===== src/rtl/tfs_consts.vh =====
// constants for the temperature and adc compare fault status bank
// assumes a wishbone slave with 32-bit data and word-wide registers
`ifndef TFS_CONSTS_VH
`define TFS_CONSTS_VH

// register indices; byte address is four times the index
`define TFS_IDX_OVER_TEMP 12'h540
`define TFS_IDX_UNDER_TEMP 12'h541
`define TFS_IDX_PIN_CMP 12'h543
`define TFS_IDX_CELL_CMP 12'h546
`define TFS_IDX_THRESH 12'h560
`define TFS_IDX_INT_STATUS 12'h561
`define TFS_IDX_INT_MASK 12'h562

// reset values
`define TFS_RST_FLAGS 8'h00
`define TFS_RST_CELL_FLAGS 6'h00
`define TFS_RST_PIN_THR 3'h0
`define TFS_RST_CELL_THR 5'h00
`define TFS_RST_INT 4'h0

// threshold register field positions
`define TFS_PIN_THR_LSB 0
`define TFS_PIN_THR_MSB 2
`define TFS_CELL_THR_LSB 8
`define TFS_CELL_THR_MSB 12

// interrupt status bit positions
`define TFS_INT_OVER_TEMP 0
`define TFS_INT_UNDER_TEMP 1
`define TFS_INT_PIN_FAIL 2
`define TFS_INT_CELL_FAIL 3

// sizes
`define TFS_NUM_PINS 8
`define TFS_NUM_CELLS 6
`define TFS_ADC_W 16
`define TFS_PIN_THR_W 3
`define TFS_CELL_THR_W 5
`define TFS_INT_W 4

`endif


===== src/rtl/tfs_abs_compare.v =====
// magnitude check: |main - aux| greater than a small threshold
// assumes unsigned results of equal width; purely combinational
`timescale 1ns/1ps
module tfs_abs_compare #(
  parameter W = 16,
  parameter TW = 3
) (
  // operands
  input wire [W-1:0] main_i,
  input wire [W-1:0] aux_i,
  input wire [TW-1:0] thr_i,
  // result
  output wire fail_o
);

  wire [W-1:0] diff;
  wire [W-1:0] thr_ext;

  // order operands so the difference never wraps
  assign diff = (main_i >= aux_i) ? (main_i - aux_i) : (aux_i - main_i);
  assign thr_ext = {{(W-TW){1'b0}}, thr_i};
  assign fail_o = (diff > thr_ext);

endmodule


===== src/rtl/tfs_fault_bank.v =====
// read-only fault status bank for temperature and adc compare results
// assumes comparator levels arrive asynchronously from the analog side,
// while diagnostic results and done strobes come from logic on clk_i,
// and that a bus write lands only on the edge that sees ack
//
// Register access over Wishbone was chosen for this implementation.
`timescale 1ns/1ps
`include "tfs_consts.vh"

// How it works
// - over-temp register: bit n is pin n+1
// - under-temp register: bit n is pin n+1
// - pin compare register: eight bits, 1 fails
// - pin fails when difference exceeds 3-bit threshold
// - cell compare register: six bits, one per cell; word bits 7:6 reserved
// - cell fails when difference exceeds 5-bit threshold
module tfs_fault_bank (
  // clock and reset
  input wire clk_i,
  input wire rst_i,
  // wishbone slave
  input wire wb_cyc_i,
  input wire wb_stb_i,
  input wire wb_we_i,
  input wire [15:0] wb_adr_i,
  input wire [3:0] wb_sel_i,
  input wire [31:0] wb_dat_i,
  output wire [31:0] wb_dat_o,
  output wire wb_ack_o,
  // temperature comparators, asynchronous levels
  input wire [7:0] over_temp_i,
  input wire [7:0] under_temp_i,
  // pin diagnostic, main and auxiliary adc results
  input wire [127:0] pin_main_i,
  input wire [127:0] pin_aux_i,
  input wire pin_diag_done_i,
  // cell diagnostic, main and auxiliary cell voltages
  input wire [95:0] main_cell_voltage_i,
  input wire [95:0] aux_cell_voltage_i,
  input wire cell_diag_done_i,
  // thresholds seen by the diagnostic sequencer
  output wire [2:0] pin_compare_threshold_o,
  output wire [4:0] cell_compare_threshold_o,
  // interrupt
  output wire irq_o
);

  localparam NP = `TFS_NUM_PINS;
  localparam NC = `TFS_NUM_CELLS;
  localparam AW = `TFS_ADC_W;
  localparam IW = `TFS_INT_W;

  // bus states, one-hot
  localparam [1:0] ST_IDLE = 2'b01;
  localparam [1:0] ST_ACK = 2'b10;

  // word map; byte address is four times the index
  //   0x540 over-temperature flags, live copy, read only
  //   0x541 under-temperature flags, live copy, read only
  //   0x543 pin compare flags, loaded on the pin done pulse
  //   0x546 cell compare flags in 5:0, loaded on the cell done pulse
  //   0x560 thresholds, pin field 2:0, cell field 12:8
  //   0x561 interrupt status, write one to clear
  //   0x562 interrupt mask, a one enables the bit
  //   anything else reads zero, ignores writes, still acks

  // fault registers
  reg [7:0] over_temp_flags_reg;
  reg [7:0] under_temp_flags_reg;
  reg [7:0] pin_adc_compare_flags_reg;
  reg [5:0] cell_adc_compare_flags_reg;
  reg [7:0] over_temp_flags_next;
  reg [7:0] under_temp_flags_next;
  reg [7:0] pin_adc_compare_flags_next;
  reg [5:0] cell_adc_compare_flags_next;

  // control registers
  reg [2:0] pin_thr_reg;
  reg [4:0] cell_thr_reg;
  reg [IW-1:0] int_status_reg;
  reg [IW-1:0] int_mask_reg;
  reg [IW-1:0] int_status_next;

  // bus slave state
  reg [1:0] bus_state_reg;
  reg [1:0] bus_state_next;
  reg [31:0] rdata_reg;
  reg [31:0] rdata_next;

  // synchronised comparator levels
  wire [7:0] hot_sync;
  wire [7:0] cold_sync;

  // combinational compare results
  wire [NP-1:0] pin_fail;
  wire [NC-1:0] cell_fail;

  // decoded bus access
  wire req;
  wire [11:0] idx;
  wire wr_ok;
  wire hit_over;
  wire hit_under;
  wire hit_pin;
  wire hit_cell;
  wire hit_thr;
  wire hit_ists;
  wire hit_imsk;

  // event sources for the interrupt status
  wire [IW-1:0] int_event;
  wire [IW-1:0] int_clear;

  // analog comparator levels come from outside the clock domain
  // a glitch shorter than a clock may be missed; thermal levels are
  // slow, so two flops were judged enough
  tfs_sync2 #(
    .W(8)
  ) u_hot_sync (
    .clk_i(clk_i),
    .rst_i(rst_i),
    .async_i(over_temp_i),
    .sync_o(hot_sync)
  );

  tfs_sync2 #(
    .W(8)
  ) u_cold_sync (
    .clk_i(clk_i),
    .rst_i(rst_i),
    .async_i(under_temp_i),
    .sync_o(cold_sync)
  );

  // one magnitude check per analog pin
  // threshold is zero-extended; zero fails on any difference
  genvar gp;
  generate
    for (gp = 0; gp < NP; gp = gp + 1) begin : g_pin
      tfs_abs_compare #(
        .W(AW),
        .TW(`TFS_PIN_THR_W)
      ) u_cmp (
        .main_i(pin_main_i[gp*AW +: AW]),
        .aux_i(pin_aux_i[gp*AW +: AW]),
        .thr_i(pin_thr_reg),
        .fail_o(pin_fail[gp])
      );
    end
  endgenerate

  // one magnitude check per cell
  // five-bit threshold, same zero-extended compare as the pins
  genvar gc;
  generate
    for (gc = 0; gc < NC; gc = gc + 1) begin : g_cell
      tfs_abs_compare #(
        .W(AW),
        .TW(`TFS_CELL_THR_W)
      ) u_cmp (
        .main_i(main_cell_voltage_i[gc*AW +: AW]),
        .aux_i(aux_cell_voltage_i[gc*AW +: AW]),
        .thr_i(cell_thr_reg),
        .fail_o(cell_fail[gc])
      );
    end
  endgenerate

  // address decode; only the word index matters
  // unused address bits alias the map every 16 kbyte
  assign req = wb_cyc_i & wb_stb_i & bus_state_reg[0];
  assign idx = wb_adr_i[13:2];
  assign hit_over = (idx == `TFS_IDX_OVER_TEMP);
  assign hit_under = (idx == `TFS_IDX_UNDER_TEMP);
  assign hit_pin = (idx == `TFS_IDX_PIN_CMP);
  assign hit_cell = (idx == `TFS_IDX_CELL_CMP);
  assign hit_thr = (idx == `TFS_IDX_THRESH);
  assign hit_ists = (idx == `TFS_IDX_INT_STATUS);
  assign hit_imsk = (idx == `TFS_IDX_INT_MASK);

  // writes land on the ack edge, the edge at which the master sees
  // ack; a master that drops its strobe early never half-writes
  assign wr_ok = wb_ack_o & wb_we_i;

  // live temperature flags follow the synchronised comparators
  always @* begin
    over_temp_flags_next = hot_sync;
    under_temp_flags_next = cold_sync;
  end

  // compare flags load only when a diagnostic run completes
  // between runs they hold, so software reads the last whole result
  always @* begin
    pin_adc_compare_flags_next = pin_adc_compare_flags_reg;
    cell_adc_compare_flags_next = cell_adc_compare_flags_reg;
    if (pin_diag_done_i) begin
      pin_adc_compare_flags_next = pin_fail;
    end
    if (cell_diag_done_i) begin
      cell_adc_compare_flags_next = cell_fail;
    end
  end

  // fault registers; no bus path writes them at all
  always @(posedge clk_i) begin
    if (rst_i) begin
      over_temp_flags_reg <= `TFS_RST_FLAGS;
      under_temp_flags_reg <= `TFS_RST_FLAGS;
      pin_adc_compare_flags_reg <= `TFS_RST_FLAGS;
      cell_adc_compare_flags_reg <= `TFS_RST_CELL_FLAGS;
    end else begin
      over_temp_flags_reg <= over_temp_flags_next;
      under_temp_flags_reg <= under_temp_flags_next;
      pin_adc_compare_flags_reg <= pin_adc_compare_flags_next;
      cell_adc_compare_flags_reg <= cell_adc_compare_flags_next;
    end
  end

  // threshold register, byte lanes 0 and 1
  // a change mid-run moves the flags only at the next done pulse;
  // the sequencer sees it at once on the threshold outputs
  always @(posedge clk_i) begin
    if (rst_i) begin
      pin_thr_reg <= `TFS_RST_PIN_THR;
      cell_thr_reg <= `TFS_RST_CELL_THR;
    end else if (wr_ok & hit_thr) begin
      if (wb_sel_i[0]) begin
        pin_thr_reg <= wb_dat_i[`TFS_PIN_THR_MSB:`TFS_PIN_THR_LSB];
      end
      if (wb_sel_i[1]) begin
        cell_thr_reg <= wb_dat_i[`TFS_CELL_THR_MSB:`TFS_CELL_THR_LSB];
      end
    end
  end

  // rising edges of the temperature flags and fails on completion
  // one bit per class: a second pin rising while one is high sets it
  assign int_event[`TFS_INT_OVER_TEMP] =
    |(over_temp_flags_next & ~over_temp_flags_reg);
  assign int_event[`TFS_INT_UNDER_TEMP] =
    |(under_temp_flags_next & ~under_temp_flags_reg);
  assign int_event[`TFS_INT_PIN_FAIL] = pin_diag_done_i & (|pin_fail);
  assign int_event[`TFS_INT_CELL_FAIL] = cell_diag_done_i & (|cell_fail);

  // write one to clear, lane 0 only
  assign int_clear = (wr_ok & hit_ists & wb_sel_i[0]) ?
    wb_dat_i[IW-1:0] : {IW{1'b0}};

  // a new event in the clearing cycle survives the clear
  always @* begin
    int_status_next = (int_status_reg & ~int_clear) | int_event;
  end

  // status register; reset clears every bit at once; a lane 0 write of ones to all four bits clears all but bits with an event that cycle
  always @(posedge clk_i) begin
    if (rst_i) begin
      int_status_reg <= `TFS_RST_INT;
    end else begin
      int_status_reg <= int_status_next;
    end
  end

  // mask register; a one lets the matching status bit through
  // mask writes never touch status, so masking loses no event
  always @(posedge clk_i) begin
    if (rst_i) begin
      int_mask_reg <= `TFS_RST_INT;
    end else if (wr_ok & hit_imsk & wb_sel_i[0]) begin
      int_mask_reg <= wb_dat_i[IW-1:0];
    end
  end

  // level interrupt, combinational from two registers
  // both inputs are flops, so the pin sees no decode glitch
  assign irq_o = |(int_status_reg & int_mask_reg);

  // read multiplexer; unmapped and reserved bits read zero
  // the cell word keeps bits 7:6 at zero, they are reserved
  always @* begin
    rdata_next = 32'h0000_0000;
    if (hit_over) begin
      rdata_next[7:0] = over_temp_flags_reg;
    end else if (hit_under) begin
      rdata_next[7:0] = under_temp_flags_reg;
    end else if (hit_pin) begin
      rdata_next[7:0] = pin_adc_compare_flags_reg;
    end else if (hit_cell) begin
      rdata_next[5:0] = cell_adc_compare_flags_reg;
    end else if (hit_thr) begin
      rdata_next[`TFS_PIN_THR_MSB:`TFS_PIN_THR_LSB] = pin_thr_reg;
      rdata_next[`TFS_CELL_THR_MSB:`TFS_CELL_THR_LSB] = cell_thr_reg;
    end else if (hit_ists) begin
      rdata_next[IW-1:0] = int_status_reg;
    end else if (hit_imsk) begin
      rdata_next[IW-1:0] = int_mask_reg;
    end
  end

  // bus handshake: ack one cycle after the request, then idle a cycle
  // a strobe held past ack is not taken again until the state is idle;
  // the master's own idle cycle keeps transfers apart
  always @* begin
    case (bus_state_reg)
      ST_IDLE: begin
        if (wb_cyc_i & wb_stb_i) begin
          bus_state_next = ST_ACK;
        end else begin
          bus_state_next = ST_IDLE;
        end
      end
      ST_ACK: begin
        bus_state_next = ST_IDLE;
      end
      default: begin
        bus_state_next = ST_IDLE;
      end
    endcase
  end

  always @(posedge clk_i) begin
    if (rst_i) begin
      bus_state_reg <= ST_IDLE;
    end else begin
      bus_state_reg <= bus_state_next;
    end
  end

  // read data captured with the request so it is stable under ack
  // costs a 32-bit register but keeps dat_o still if flags move
  always @(posedge clk_i) begin
    if (rst_i) begin
      rdata_reg <= 32'h0000_0000;
    end else if (req) begin
      rdata_reg <= rdata_next;
    end
  end

  // ack only while the master still holds its request
  assign wb_ack_o = bus_state_reg[1] & wb_cyc_i & wb_stb_i;
  assign wb_dat_o = rdata_reg;

  // thresholds go straight to the sequencer
  assign pin_compare_threshold_o = pin_thr_reg;
  assign cell_compare_threshold_o = cell_thr_reg;

endmodule


===== src/rtl/tfs_sync2.v =====
// two-flop synchroniser for a bundle of slow level signals
// assumes each bit changes slowly; bits are not coherent with each other
`timescale 1ns/1ps
module tfs_sync2 #(
  parameter W = 8
) (
  // clock and reset
  input wire clk_i,
  input wire rst_i,
  // levels
  input wire [W-1:0] async_i,
  output wire [W-1:0] sync_o
);

  reg [W-1:0] meta_reg;
  reg [W-1:0] sync_reg;

  // first stage feeds only the second stage
  always @(posedge clk_i) begin
    if (rst_i) begin
      meta_reg <= {W{1'b0}};
      sync_reg <= {W{1'b0}};
    end else begin
      meta_reg <= async_i;
      sync_reg <= meta_reg;
    end
  end

  assign sync_o = sync_reg;

endmodule


===== config.mk =====
export PLATFORM = sky130hd
export DESIGN_NAME = tfs_fault_bank
export DESIGN_NICKNAME = d
export VERILOG_FILES = /design/src/rtl/tfs_abs_compare.v /design/src/rtl/tfs_fault_bank.v /design/src/rtl/tfs_sync2.v
export VERILOG_INCLUDE_DIRS = /design/src /design/src/rtl
export SDC_FILE = /design/constraint.sdc
export NUM_CORES = 1
export LEC_CHECK = 0
export ABC_AREA = 1
export CORE_MARGIN = 4
export CORE_UTILIZATION = 25
export CTS_CLUSTER_SIZE = 8
export DETAILED_ROUTE_END_ITERATION = 10
export DONT_BUFFER_PORTS = 1
export PLACE_DENSITY_LB_ADDON = 0.12
export SYNTH_ARGS = -nofsm -noshare
export SYNTH_HDL_FRONTEND = slang
export SYNTH_HIERARCHICAL = 1
export SYNTH_SLANG_ARGS = --single-unit

===== constraint.sdc =====
create_clock -name clk_i -period 9.95 [get_ports clk_i]
set_clock_uncertainty 0.15 [all_clocks]
set_input_delay 0.995 -clock clk_i [delete_from_list [all_inputs] [get_ports clk_i]]
set_output_delay 0.995 -clock clk_i [all_outputs]
set_load 0.005 [all_outputs]

# Yosys cells after proc, flatten, opt, wreduce, memory -nomap -nowiden
# Index checks and enable logic that the tools add are counted.
# word_totals
register_bits	93
input_bits	523
out_inout_bits	42
word_cells	138
# op_classes
addsub	28
order_cmp	28
n_eq_ne	8
n_mux	31
n_bitwise	21
reduce_logical	8
# ops
op	count
$sub A16 B16 Y16	28
$ge A16 B16 Y1	14
$mux W16	14
$gt A16 B3 Y1	8
$gt A16 B5 Y1	6
$eq A12 B11 Y1 const B	7
$mux W5	5
$reduce_or A8 Y1	3
$and A8 B8 Y8	2
$mux W4	4
$mux W8	2
$not A8 Y8	2
$and A1 B1 Y1	12
$and A4 B4 Y4	2
$mux W2	3
$mux W6	1
$reduce_or A6 Y1	1
$not A4 Y4	1
$or A4 B4 Y4	1
$reduce_and A2 Y1	2
$reduce_or A4 Y1	1
$mux W3	1
$eq A2 B1 Y1 const B	1
$reduce_or A2 Y1	1
other kinds (2)	2

# Longest topological paths before layout
# Gate-level depths: netlist (run 1).
# logic_depth
word_depth	9
ltp_mapped	27

# Cells and area by module
# The synthesis (run 1) kept the hierarchy.
# by_module_without_submodules
mod	instances	cells_each	area_per_inst_um2	seq_area_each_um2
tfs_abs_compare (g_pin[0].u_cmp ...)	5	467	2323.5	0.0
tfs_abs_compare (g_cell[0].u_cmp ...)	3	456	2302.2	0.0
tfs_abs_compare (g_cell[2].u_cmp ...)	2	458	2374.8	0.0
tfs_fault_bank	1	395	2850.2	1221.2
tfs_abs_compare (g_pin[5].u_cmp)	1	461	2312.2	0.0
tfs_abs_compare (g_pin[7].u_cmp)	1	463	2311.0	0.0
tfs_abs_compare (g_pin[6].u_cmp)	1	462	2307.2	0.0
tfs_abs_compare (g_cell[1].u_cmp)	1	438	2190.9	0.0
tfs_sync2	2	50	474.2	320.3

# Least setup slack after synthesis (run 1)
# No wires, ideal clock.
# synth_path
kind	in2reg
from	input main_cell_voltage_i[48]
to	register int_status_reg[3]
t_arrival_ps	3855
slack_ps	5813
path_stages	26
path_buffers	1
cell_sequence	inv_1 > ha_1 > inv_1 > fa_1 > nand3_1 > nand3_1 > nand2_1 > nand3_2 > nand2_1 > nand2_2 > buf_6 > o21ai_1 > xor2_1 > inv_1 > ha_1 > a21oi_1 > o21ai_0 > a21oi_1 > a21o_1 > nand2_1 > nor2_1 > nand3_1 > inv_1 > nand4_1 > o31ai_1 > a21oi_1
# synth_between
elab_chain_len	6
word_cells_on_any_way	8
cone_classes	add/sub: 2; order compare: 2; mux: 1; bitwise: 2; reduce/logical: 1
# synth_lines
element	line	text
start: declaration	tfs_fault_bank.v:38	input wire [95:0] main_cell_voltage_i,
$sub A16 B16 Y16 / $ge A16 B16 Y1 (equally long branches)	tfs_abs_compare.v:20	assign diff = (main_i >= aux_i) ? (main_i - aux_i) : (aux_i - main_i);
$mux W16 *	tfs_abs_compare.v:20	
$gt A16 B5 Y1 *	tfs_abs_compare.v:22	assign fail_o = (diff > thr_ext);
named net cell_fail[3]	tfs_fault_bank.v:96	wire [NC-1:0] cell_fail;
$reduce_or A6 Y1 *	tfs_fault_bank.v:243	assign int_event[`TFS_INT_CELL_FAIL] = cell_diag_done_i & (|cell_fail);
$and A1 B1 Y1 *	tfs_fault_bank.v:243	
$or A4 B4 Y4 *	tfs_fault_bank.v:251	int_status_next = (int_status_reg & ~int_clear) | int_event;
end signal: assignment	tfs_fault_bank.v:257	int_status_reg <= `TFS_RST_INT;
end signal: assignment	tfs_fault_bank.v:259	int_status_reg <= int_status_next;
end: declaration	tfs_fault_bank.v:80	reg [IW-1:0] int_status_reg;
# Mark *: on every way through the listed nets, which the timed path passes. The rest lies on a longest branch.
# A chain may end at the register's enable or synchronous reset.

# Worst setup path in the final report (run 1)
# layout_path
from	input pin_main_i[0]
to	register int_status_reg[2]
# layout_between
elab_chain_len	6
word_cells_on_any_way	8
cone_classes	add/sub: 2; order compare: 2; mux: 1; bitwise: 2; reduce/logical: 1
# layout_lines
element	line	text
start: declaration	tfs_fault_bank.v:34	input wire [127:0] pin_main_i,
$sub A16 B16 Y16 / $ge A16 B16 Y1 (equally long branches)	tfs_abs_compare.v:20	
$mux W16 *	tfs_abs_compare.v:20	
$gt A16 B3 Y1 *	tfs_abs_compare.v:22	
named net pin_fail[0]	tfs_fault_bank.v:95	wire [NP-1:0] pin_fail;
$reduce_or A8 Y1 *	tfs_fault_bank.v:242	assign int_event[`TFS_INT_PIN_FAIL] = pin_diag_done_i & (|pin_fail);
$and A1 B1 Y1 *	tfs_fault_bank.v:242	
$or A4 B4 Y4 *	tfs_fault_bank.v:251	
# Marked as above.

==> results of run 1 <==
## Yosys cell counts (3+ instances only)
library cell and n:
buf_8 4, clkinv_2 3, nand2_1 2725, nand3_2 28, nor3_4 6, and2_1 15, clkinv_1 9, inv_2 61
buf_6 23, xnor2_1 18, a22oi_1 3, dfxtp_1 93, nor3_1 33, nor2_1 379, o21bai_1 26, nor2_2 51
o21ai_0 58, fa_1 28, ha_1 488, o22ai_1 10, nand4_1 157, o21a_1 13, xor2_1 36, o21ai_1 8
a21o_1 7, a21oi_1 289, nor2_4 38, buf_2 35, a21oi_2 30, buf_4 38, nand3_1 582, clkbuf_1 9
nand2_2 89, inv_1 1492, nor3_2 14, nand2_4 15
## layout make-up
type	count	area (µm²)	share of cell area (%)
Multi-Input combinational cell	5186	27700	72.4
Inverter	1567	5890	15.4
Tap cell	1903	2380	6.23
Sequential cell	93	1860	4.87
Clock buffer	10	239	0.625
Clock inverter	6	75.1	0.196
Timing Repair Buffer	8	60.1	0.157
Antenna cell	15	37.5	0.0982
## power by group
part | switching [W] | internal [W]
Clock | 0.000167 | 0.000206
Combinational | 0.00141 | 0.000710
Sequential | 0.00000801 | 0.000386
## through the flow
stage / cell area [µm²] / std cells / total power, W / setup slack [ps]
after floorplan: 36300 / 6956 / 0.00205 / 5810
after global placement: 37900 / 8757 / 0.00252 / 4510
after detailed placement: 37900 / 8757 / 0.00252 / 4490
after CTS: 38200 / 8773 / 0.00291 / 4880
after global routing: 38200 / 8779 / 0.00324 / 4620
final: 38200 / 8788 / 0.00289 / 4960
## cell families after synthesis
group	synth area share, %
AO/OA/AOI/OAI	7.08
XOR/XNOR	1.31
adder cells (fa/ha/maj)	18.4
buffers and inverters	18.6
flip-flops	5.14
other	0.0104
AND/OR/NAND/NOR	49.5
## worst min-delay path by stage
stage	to	slack (ps)	cells past startpoint
after detailed placement	u_hot_sync/sync_o[4]	240	2
after global placement	u_hot_sync/sync_o[6]	240	2
after CTS	u_hot_sync/sync_o[4]	250	2
final	u_hot_sync/sync_o[6]	250	2
after global routing	u_hot_sync/sync_o[5]	270	2
after floorplan	u_cold_sync/sync_o[0]	240	2
## worst reg2reg max path: stages, from the launching register on
cell and delay (ps):
dfxtp_1 910, inv_1 130, ha_1 350, a21oi_1 150, o21ai_0 80, a21oi_1 130, a21o_1 120, nand2_1 70
nor2_1 120, nand3_1 280, inv_1 180, nand4_1 100, o31ai_1 320, a21oi_1 110
## per-layer routing
| metal | vias to the layer above | track usage [%] | share of wire, % |
|---|---|---|---|
| li1 | 20860 | - | - |
| met1 | 17366 | 22.6 | 46 |
| met2 | 794 | 29.7 | 46 |
| met3 | 101 | 3.95 | 6.5 |
| met5 | - | 0 | 0.045 |
| met4 | 10 | 2.64 | 1.3 |
==> flow_metrics.env, run 1 <==
export IMPL_outcome="finished, final reports clean"
export IMPL_die_h_um=388
export IMPL_regToRegEndpoint="int_status_reg[3]"
export IMPL_crit_arrival_ps=5080
export IMPL_cts_inserted_buffers=9
export IMPL_worstSetupEndpoint="int_status_reg[2]"
export IMPL_cts_sinks=93
export IMPL_crit_family="simple AND/OR/NAND/NOR gates"
export IMPL_grt_ovfl_total=0
export IMPL_whs_ps=253
export IMPL_end_kind="flop"
export IMPL_critPathLaunch="pin_main_i[0]"
export IMPL_start_util_pct=25.2
export IMPL_fmax_ghz=0.200
export IMPL_synthTopCellsByArea="nand2_1, ha_1, inv_1"
export IMPL_clock_path_buffers=2
export IMPL_grt_pass1_wl_um=210000
export IMPL_critical_path_class="in -> reg"
export IMPL_first_pass_iters=7
export IMPL_path_max_fanout=11
export IMPL_reg2regPathDepth=13
export IMPL_worstSkewPairLatency_ps=360
export IMPL_drv_cap=0
export IMPL_largest_reg_flops=13
export IMPL_cp_slowest_cell="a21oi_2"
export IMPL_hold_buffers=0
export IMPL_rows=139
export IMPL_fin_util_pct=26.6
export IMPL_drtAntennaViolNets=0
export IMPL_final_common_cell="nand2_1"
export IMPL_wl_per_cell_um=15.5
export IMPL_grt_pass1_vias=37642
export IMPL_pin_count=565
export IMPL_remaining_drc_errors=0
export IMPL_dieWidth_um=388
export IMPL_setup_violations=0
export IMPL_cts_resized_gates=0
export IMPL_synth_warnings=6
export IMPL_synthArstFlopShare_pct=0
export IMPL_cts_setup_buffers=0
export IMPL_tritoncts="done"
export IMPL_worstPathCellList="inv_1, ha_1, inv_1, fa_1, nand3_1, nand3_1, nand2_1, nand3_2, a21oi_2, nand2_1, nand2_1, xnor2_1, inv_1, ha_1, a21oi_1, o21ai_0, nand2_1, nand3_1, nor2_1, nand3_1, inv_1, nand4_1, o41ai_1, a21oi_1"
export IMPL_ir_worst_vdd_mv=0.0931
export IMPL_yosysTopAreaCell="nand2_1"
export IMPL_grt_max_degree=66
export IMPL_hold_violations=0
export IMPL_synth_edff_count=0
export IMPL_synth_seq_cells=93
export IMPL_path_buf_inv=4
export IMPL_powerDensity_mw_per_mm2=75.5
export IMPL_synth_cell_types=52
export IMPL_fin_nets=7904
export IMPL_vias=39131
export IMPL_grt_usage_pct=17.4
export IMPL_worstSetupPathDepth=24
export IMPL_r2r_start="cell_compare_threshold_o[1]"
export IMPL_worst_ep_required_time_ps=10040
export IMPL_grt_antenna_before_repair=27
export IMPL_leakage_nw=23.4
export IMPL_syn_area_mm2=0.0362
export IMPL_via_per_inst=4.45
export IMPL_fillers=16948
export IMPL_synth_cells=6938
export IMPL_htree_levels=3
export IMPL_hpwlAfterDp_um=121000
export IMPL_root_buffer="clkbuf_16"
export IMPL_syn_avg_cell_area_um2=5.22
export IMPL_io_buffers=0
export IMPL_synth_top_area_share_pct=28.3
export IMPL_rsz0062_at_grt="no"
export IMPL_drtIter0Drc=2210
export IMPL_ys_flop_type="dfxtp_1"
export IMPL_worst_slew_pin_slew_ps=1050
export IMPL_coreArea_mm2=0.144
export IMPL_finalMaxSlewViolations=0
export IMPL_final_cell_mix="nand2_1, inv_1, nand3_1"
export IMPL_drive_gt1_share_pct=5.41
export IMPL_ys_seq_area_share_pct=5.14
export IMPL_cp_start_kind="input pin"
export IMPL_syn2layout_area_growth_pct=5.62
export IMPL_hold_path_startpoint="u_hot_sync/meta_reg[6]"
export IMPL_timing_reg2reg_setup_slack_ps=6640
export IMPL_tns_ps=0
export IMPL_die_area_mm2=0.151
export IMPL_fin_crit_sh_pct=50.1
export IMPL_hold_class="reg -> reg"
export IMPL_period_minus_slack_ps=4990
export IMPL_slew_headroom_pct=29.7
export IMPL_place_congestion=0.892
export IMPL_path_clk_slew_ps=70
export IMPL_finalWirelength_um=136000
export IMPL_cpPeakStageDelay_ps=580
Note: power is estimated with default switching activity, not from simulation.
==> run 2, diff against run 1 <==
==> constraint.sdc (replaced) <==
create_clock -name clk_i -period 4.47 [get_ports clk_i]
set_clock_uncertainty 0.15 [all_clocks]
set_input_delay 0.447 -clock clk_i [delete_from_list [all_inputs] [get_ports clk_i]]
set_output_delay 0.447 -clock clk_i [all_outputs]
set_load 0.005 [all_outputs]
==> flow_metrics.env, run 2 (synthesis results as in run 1) <==
export IMPL_outcome="finished, final reports clean"
export IMPL_final_cells=8836
export IMPL_vias=39518
export IMPL_period_minus_slack_ps=3780
export IMPL_wl_per_cell_um=15.6
export IMPL_hold_violations=0
export IMPL_place_congestion=0.893
export IMPL_drtIter0Drc=2158
export IMPL_final_cell_mix="nand2_1, inv_1, nand3_1"
export IMPL_cp_slowest_cell="fa_1"
export IMPL_critPathLaunch="main_cell_voltage_i[80]"
export IMPL_share_comb_of_total_power_pct=73.8
export IMPL_die_area_mm2=0.151
export IMPL_setup_violations=0
export IMPL_leakage_nw=23.6
export IMPL_swShare_pct=54.5
export IMPL_finalMaxSlewViolations=0
export IMPL_final_common_cell="nand2_1"
export IMPL_path_buf_inv=4
export IMPL_fmax_ghz=0.264
export IMPL_r2r_start="pin_compare_threshold_o[1]"
export IMPL_path_clk_slew_ps=70
export IMPL_grt_ovfl_total=0
export IMPL_p_clk_share_pct=12.7
export IMPL_end_kind="flop"
export IMPL_cpPeakStageDelay_ps=460
export IMPL_grt_antenna_before_repair=18
export IMPL_hpwlAfterDp_um=123000
export IMPL_crit_arrival_ps=3880
export IMPL_critical_path_class="in -> reg"
export IMPL_crit_family="simple AND/OR/NAND/NOR gates"
export IMPL_root_buffer="clkbuf_16"
export IMPL_remaining_drc_errors=0
export IMPL_fin_nets=7958
export IMPL_die_h_um=388
export IMPL_grt_max_degree=61
export IMPL_via_per_inst=4.47
export IMPL_rows=139
export IMPL_pin_count=565
export IMPL_coreArea_mm2=0.144
export IMPL_final_setup_worst_slack_ps=688
export IMPL_path_max_fanout=12
export IMPL_worst_slew_pin_slew_ps=1010
export IMPL_place_ws_ps=253
export IMPL_hold_path_startpoint="rst_i"
export IMPL_tns_ps=0
export IMPL_p_seq_share_pct=13.5
export IMPL_worst_ep_required_time_ps=4570
export IMPL_place_inst=8809
export IMPL_slew_headroom_pct=32.5
export IMPL_start_util_pct=25.2
export IMPL_drv_cap=0
export IMPL_powerDensity_mw_per_mm2=168
export IMPL_clock_path_buffers=2
export IMPL_htree_levels=3
export IMPL_finalWirelength_um=138000
export IMPL_cts_inserted_buffers=9
export IMPL_intPower_w=0.00295
export IMPL_drive_gt1_share_pct=6.12
export IMPL_grt_pass1_wl_um=213000
export IMPL_hold_class="in -> reg"
export IMPL_cts_sinks=93
export IMPL_dieWidth_um=388
export IMPL_syn2layout_area_growth_pct=6.71
export IMPL_first_pass_iters=6
export IMPL_grt_usage_pct=17.6
export IMPL_ir_worst_vdd_mv=0.215
export IMPL_rsz0062_at_grt="no"
export IMPL_critPathMostFrequentCell="inv_1"
export IMPL_worstSkewPairLatency_ps=360
export IMPL_largest_reg_flops=13
export IMPL_cp_start_kind="input pin"
export IMPL_power_switching_w=0.00354
export IMPL_drtAntennaViolNets=0
export IMPL_grt_pass1_vias=37892
export IMPL_io_buffers=0
export IMPL_tritoncts="done"
export IMPL_whs_ps=19.8
export IMPL_fin_crit_sh_pct=84.6
-- run 2: cell type report --
class | count | area, µm²
Clock inverter | 6 | 75.1
Antenna cell | 9 | 22.5
Sequential cell | 93 | 1860
Clock buffer | 10 | 239
Fill cell | 16963 | 105000
Multi-Input combinational cell | 5186 | 27700
Tap cell | 1903 | 2380
Inverter | 1567 | 5890
Timing Repair Buffer | 62 | 470
-- run 2: what timing repair did --
action,4_1_cts,5_1_grt
hold buffers,1,1
hold endpoints to repair,6,1
gates resized for setup,0,0
buffers inserted,0,0
setup endpoints to repair,0,0
-- run 2: power by group through the flow --
stage / registers [W] / clock network (W) / logic (W)
2_1_floorplan: 0.000888 / 0 / 0.00368
3_3_place_gp: 0.000897 / 0 / 0.00480
3_5_place_dp: 0.000897 / 0 / 0.00479
4_1_cts: 0.000878 / 0.000859 / 0.00482
5_1_grt: 0.000881 / 0.000893 / 0.00552
6_report: 0.000877 / 0.000823 / 0.00479
-- run 2: routing by layer --
metal,wire [µm],vias to the layer above,global-route usage [%]
met5,40,-,0
met4,1580,6,2.11
met3,8390,83,3.49
met2,63600,767,30.3
met1,64500,17667,23.3
li1,-,20995,-
-- run 2: final timing paths --
path,depth (start not counted),slack [ps],to
worst max-delay path,25,690,int_status_reg[3]
worst min-delay path,1,20,bus_state_reg[1]
worst max register to register,11,1200,int_status_reg[2]
worst min register to register,2,250,u_hot_sync/sync_o[6]
-- run 2: per-stage QoR --
stage	instance area [µm²]	power [W]	util, %
after floorplan	36300	0.00457	-
after global placement	38300	0.00569	26.6
after detailed placement	38300	0.00569	26.6
after CTS	38600	0.00656	26.9
after global routing	38600	0.00730	26.9
final	38600	0.00650	26.9
==> run 3, diff against run 2 <==
==> constraint.sdc (replaced) <==
create_clock -name clk_i -period 4 [get_ports clk_i]
set_clock_uncertainty 0.15 [all_clocks]
set_input_delay 0.4 -clock clk_i [delete_from_list [all_inputs] [get_ports clk_i]]
set_output_delay 0.4 -clock clk_i [all_outputs]
set_load 0.005 [all_outputs]
==> flow_metrics.env, run 3 (synthesis results as in run 1) <==
export IMPL_cts_sinks=93
export IMPL_outcome="finished, final reports clean"
export IMPL_crit_arrival_ps=3770
export IMPL_hpwlAfterDp_um=126000
export IMPL_place_congestion=0.885
export IMPL_multi_input_area_mm2=0.0277
export IMPL_regToRegEndpoint="int_status_reg[3]"
export IMPL_critPathLaunch="pin_main_i[64]"
export IMPL_largest_reg_flops=13
export IMPL_place_inst=8930
export IMPL_min_path_cells=2
export IMPL_tritoncts="done"
export IMPL_rsz0062_at_grt="no"
export IMPL_reg2regPathDepth=13
export IMPL_drtAntennaViolNets=0
export IMPL_place_ws_ps=-139
export IMPL_drtIter0Drc=2238
export IMPL_fin_nets=8089
export IMPL_root_buffer="clkbuf_16"
export IMPL_fmax_ghz=0.272
export IMPL_clock_path_buffers=2
export IMPL_die_area_mm2=0.151
export IMPL_grt_max_degree=65
export IMPL_syn2layout_area_growth_pct=9.60
export IMPL_final_cell_mix="nand2_1, inv_1, nand3_1"
export IMPL_slew_headroom_pct=31.4
export IMPL_drive_gt1_share_pct=7.78
export IMPL_hold_path_end="int_mask_reg[2]"
export IMPL_r2r_start="cell_compare_threshold_o[3]"
export IMPL_wl_met1_um=64900
export IMPL_hold_path_startpoint="wb_dat_i[2]"
export IMPL_coreArea_mm2=0.144
export IMPL_hold_class="in -> reg"
export IMPL_die_h_um=388
export IMPL_path_max_fanout=4
export IMPL_powerDensity_mw_per_mm2=188
export IMPL_remaining_drc_errors=0
export IMPL_fin_crit_sh_pct=91.9
export IMPL_grt_usage_pct=17.8
export IMPL_grt_antenna_before_repair=16
export IMPL_critical_path_class="in -> reg"
export IMPL_worst_ep_required_time_ps=4100
export IMPL_via_per_inst=4.42
export IMPL_dieWidth_um=388
export IMPL_hold_violations=0
export IMPL_met3WireLength_um=8550
export IMPL_grt_pass1_vias=38396
export IMPL_finalWirelength_um=140000
export IMPL_start_util_pct=25.2
export IMPL_setup_violations=0
export IMPL_finalMaxSlewViolations=0
export IMPL_maxUsedRoutingLayer="met5"
export IMPL_p_total_w=0.00747
export IMPL_dr_wl_met2_um=64700
export IMPL_regArea_mm2=0.00186
export IMPL_final_setup_worst_slack_ps=324
export IMPL_end_kind="flop"
export IMPL_final_cells=8966
export IMPL_htree_levels=3
export IMPL_pin_count=565
export IMPL_worstSkewPairLatency_ps=370
export IMPL_grt_ovfl_total=0
export IMPL_wl_per_cell_um=15.6
export IMPL_drv_cap=0
export IMPL_fillers=17002
export IMPL_tns_ps=0
export IMPL_grt_pass1_wl_um=216000
export IMPL_rows=139
export IMPL_path_clk_slew_ps=70
export IMPL_cts_inserted_buffers=9
export IMPL_cp_start_kind="input pin"
export IMPL_period_minus_slack_ps=3680
export IMPL_leakage_nw=24.3
export IMPL_first_pass_iters=5
export IMPL_io_buffers=0
export IMPL_worst_slew_pin_slew_ps=1030
export IMPL_timing_reg2reg_setup_slack_ps=950
export IMPL_final_common_cell="nand2_1"
export IMPL_ir_worst_vdd_mv=0.200
export IMPL_vias=39623
export IMPL_fin_util_pct=27.6
[run 3: cell types whose count changed in the layout (fill, tap and decap cells not counted), moves of 2 or more]
cell,previous run,this run
dlygate4sd3_1,2,11
ha_2,0,2
ha_1,488,486
buf_4,60,180
[run 3: final cells by class]
| cell class | count | share of cell area (%) |
|---|---|---|
| multi-input cells | 5186 | 69.8 |
| flip-flops and latches | 93 | 4.69 |
| repair buffers | 193 | 3.80 |
| diodes | 8 | 0.0505 |
| clock inverters | 7 | 0.233 |
| well taps | 1903 | 6.00 |
| clock buffers | 9 | 0.568 |
| inverters | 1567 | 14.9 |
[run 3: worst max-delay path by stage]
| stage | endpoint | slack (ps) |
|---|---|---|
| 6_report | int_status_reg[2] | 320 |
| 3_3_place_gp | int_status_reg[2] | -30 |
| 2_1_floorplan | int_status_reg[3] | 460 |
| 3_5_place_dp | int_status_reg[2] | -140 |
| 4_1_cts | int_status_reg[2] | 280 |
| 5_1_grt | int_status_reg[3] | 2 |
[run 3: layer usage]
layer	global-route usage [%]	vias up
li1	-	21232
met1	23.2	17568
met2	31.0	744
met3	3.87	73
met4	2.10	6
met5	0	-
[run 3: stage by stage]
stage,hold slack [ps],instance area [µm²]
2_1_floorplan,238,36300
3_3_place_gp,246,39200
3_5_place_dp,242,39200
4_1_cts,1.67,39600
5_1_grt,25.5,39600
6_report,24.9,39700
[run 3: what timing repair did]
action / in CTS / in global routing
hold buffers: 12 / 0
endpoints found under the setup margin: 0 / 2
gates resized for setup: 0 / 3
buffers inserted: 0 / 0
hold endpoints to repair: 77 / 0
[run 3: where the power goes]
part | internal [W] | switching, W | leakage, nW
clock network | 0.000501 | 0.000429 | 0.149
logic | 0.00196 | 0.00360 | 23.4
registers | 0.000960 | 0.0000195 | 0.764
total | 0.00343 | 0.00405 | 24.3
[run 3: worst max-delay path, cell delays in order]
cell and delay [ps]:
inv_1 40, ha_1 190, inv_1 80, fa_1 490, nand3_1 130, nand3_1 120, nand2_1 120, nand3_2 90
a21oi_2 150, nand2_1 60, nand2_1 130, xnor2_1 130, inv_1 60, ha_1 300, a21oi_1 130, o21ai_0 90
nand2_1 90, nand3_1 80, nor2_1 100, nand3_1 110, inv_1 90, nand2_1 70, o41ai_1 380, a21oi_1 110
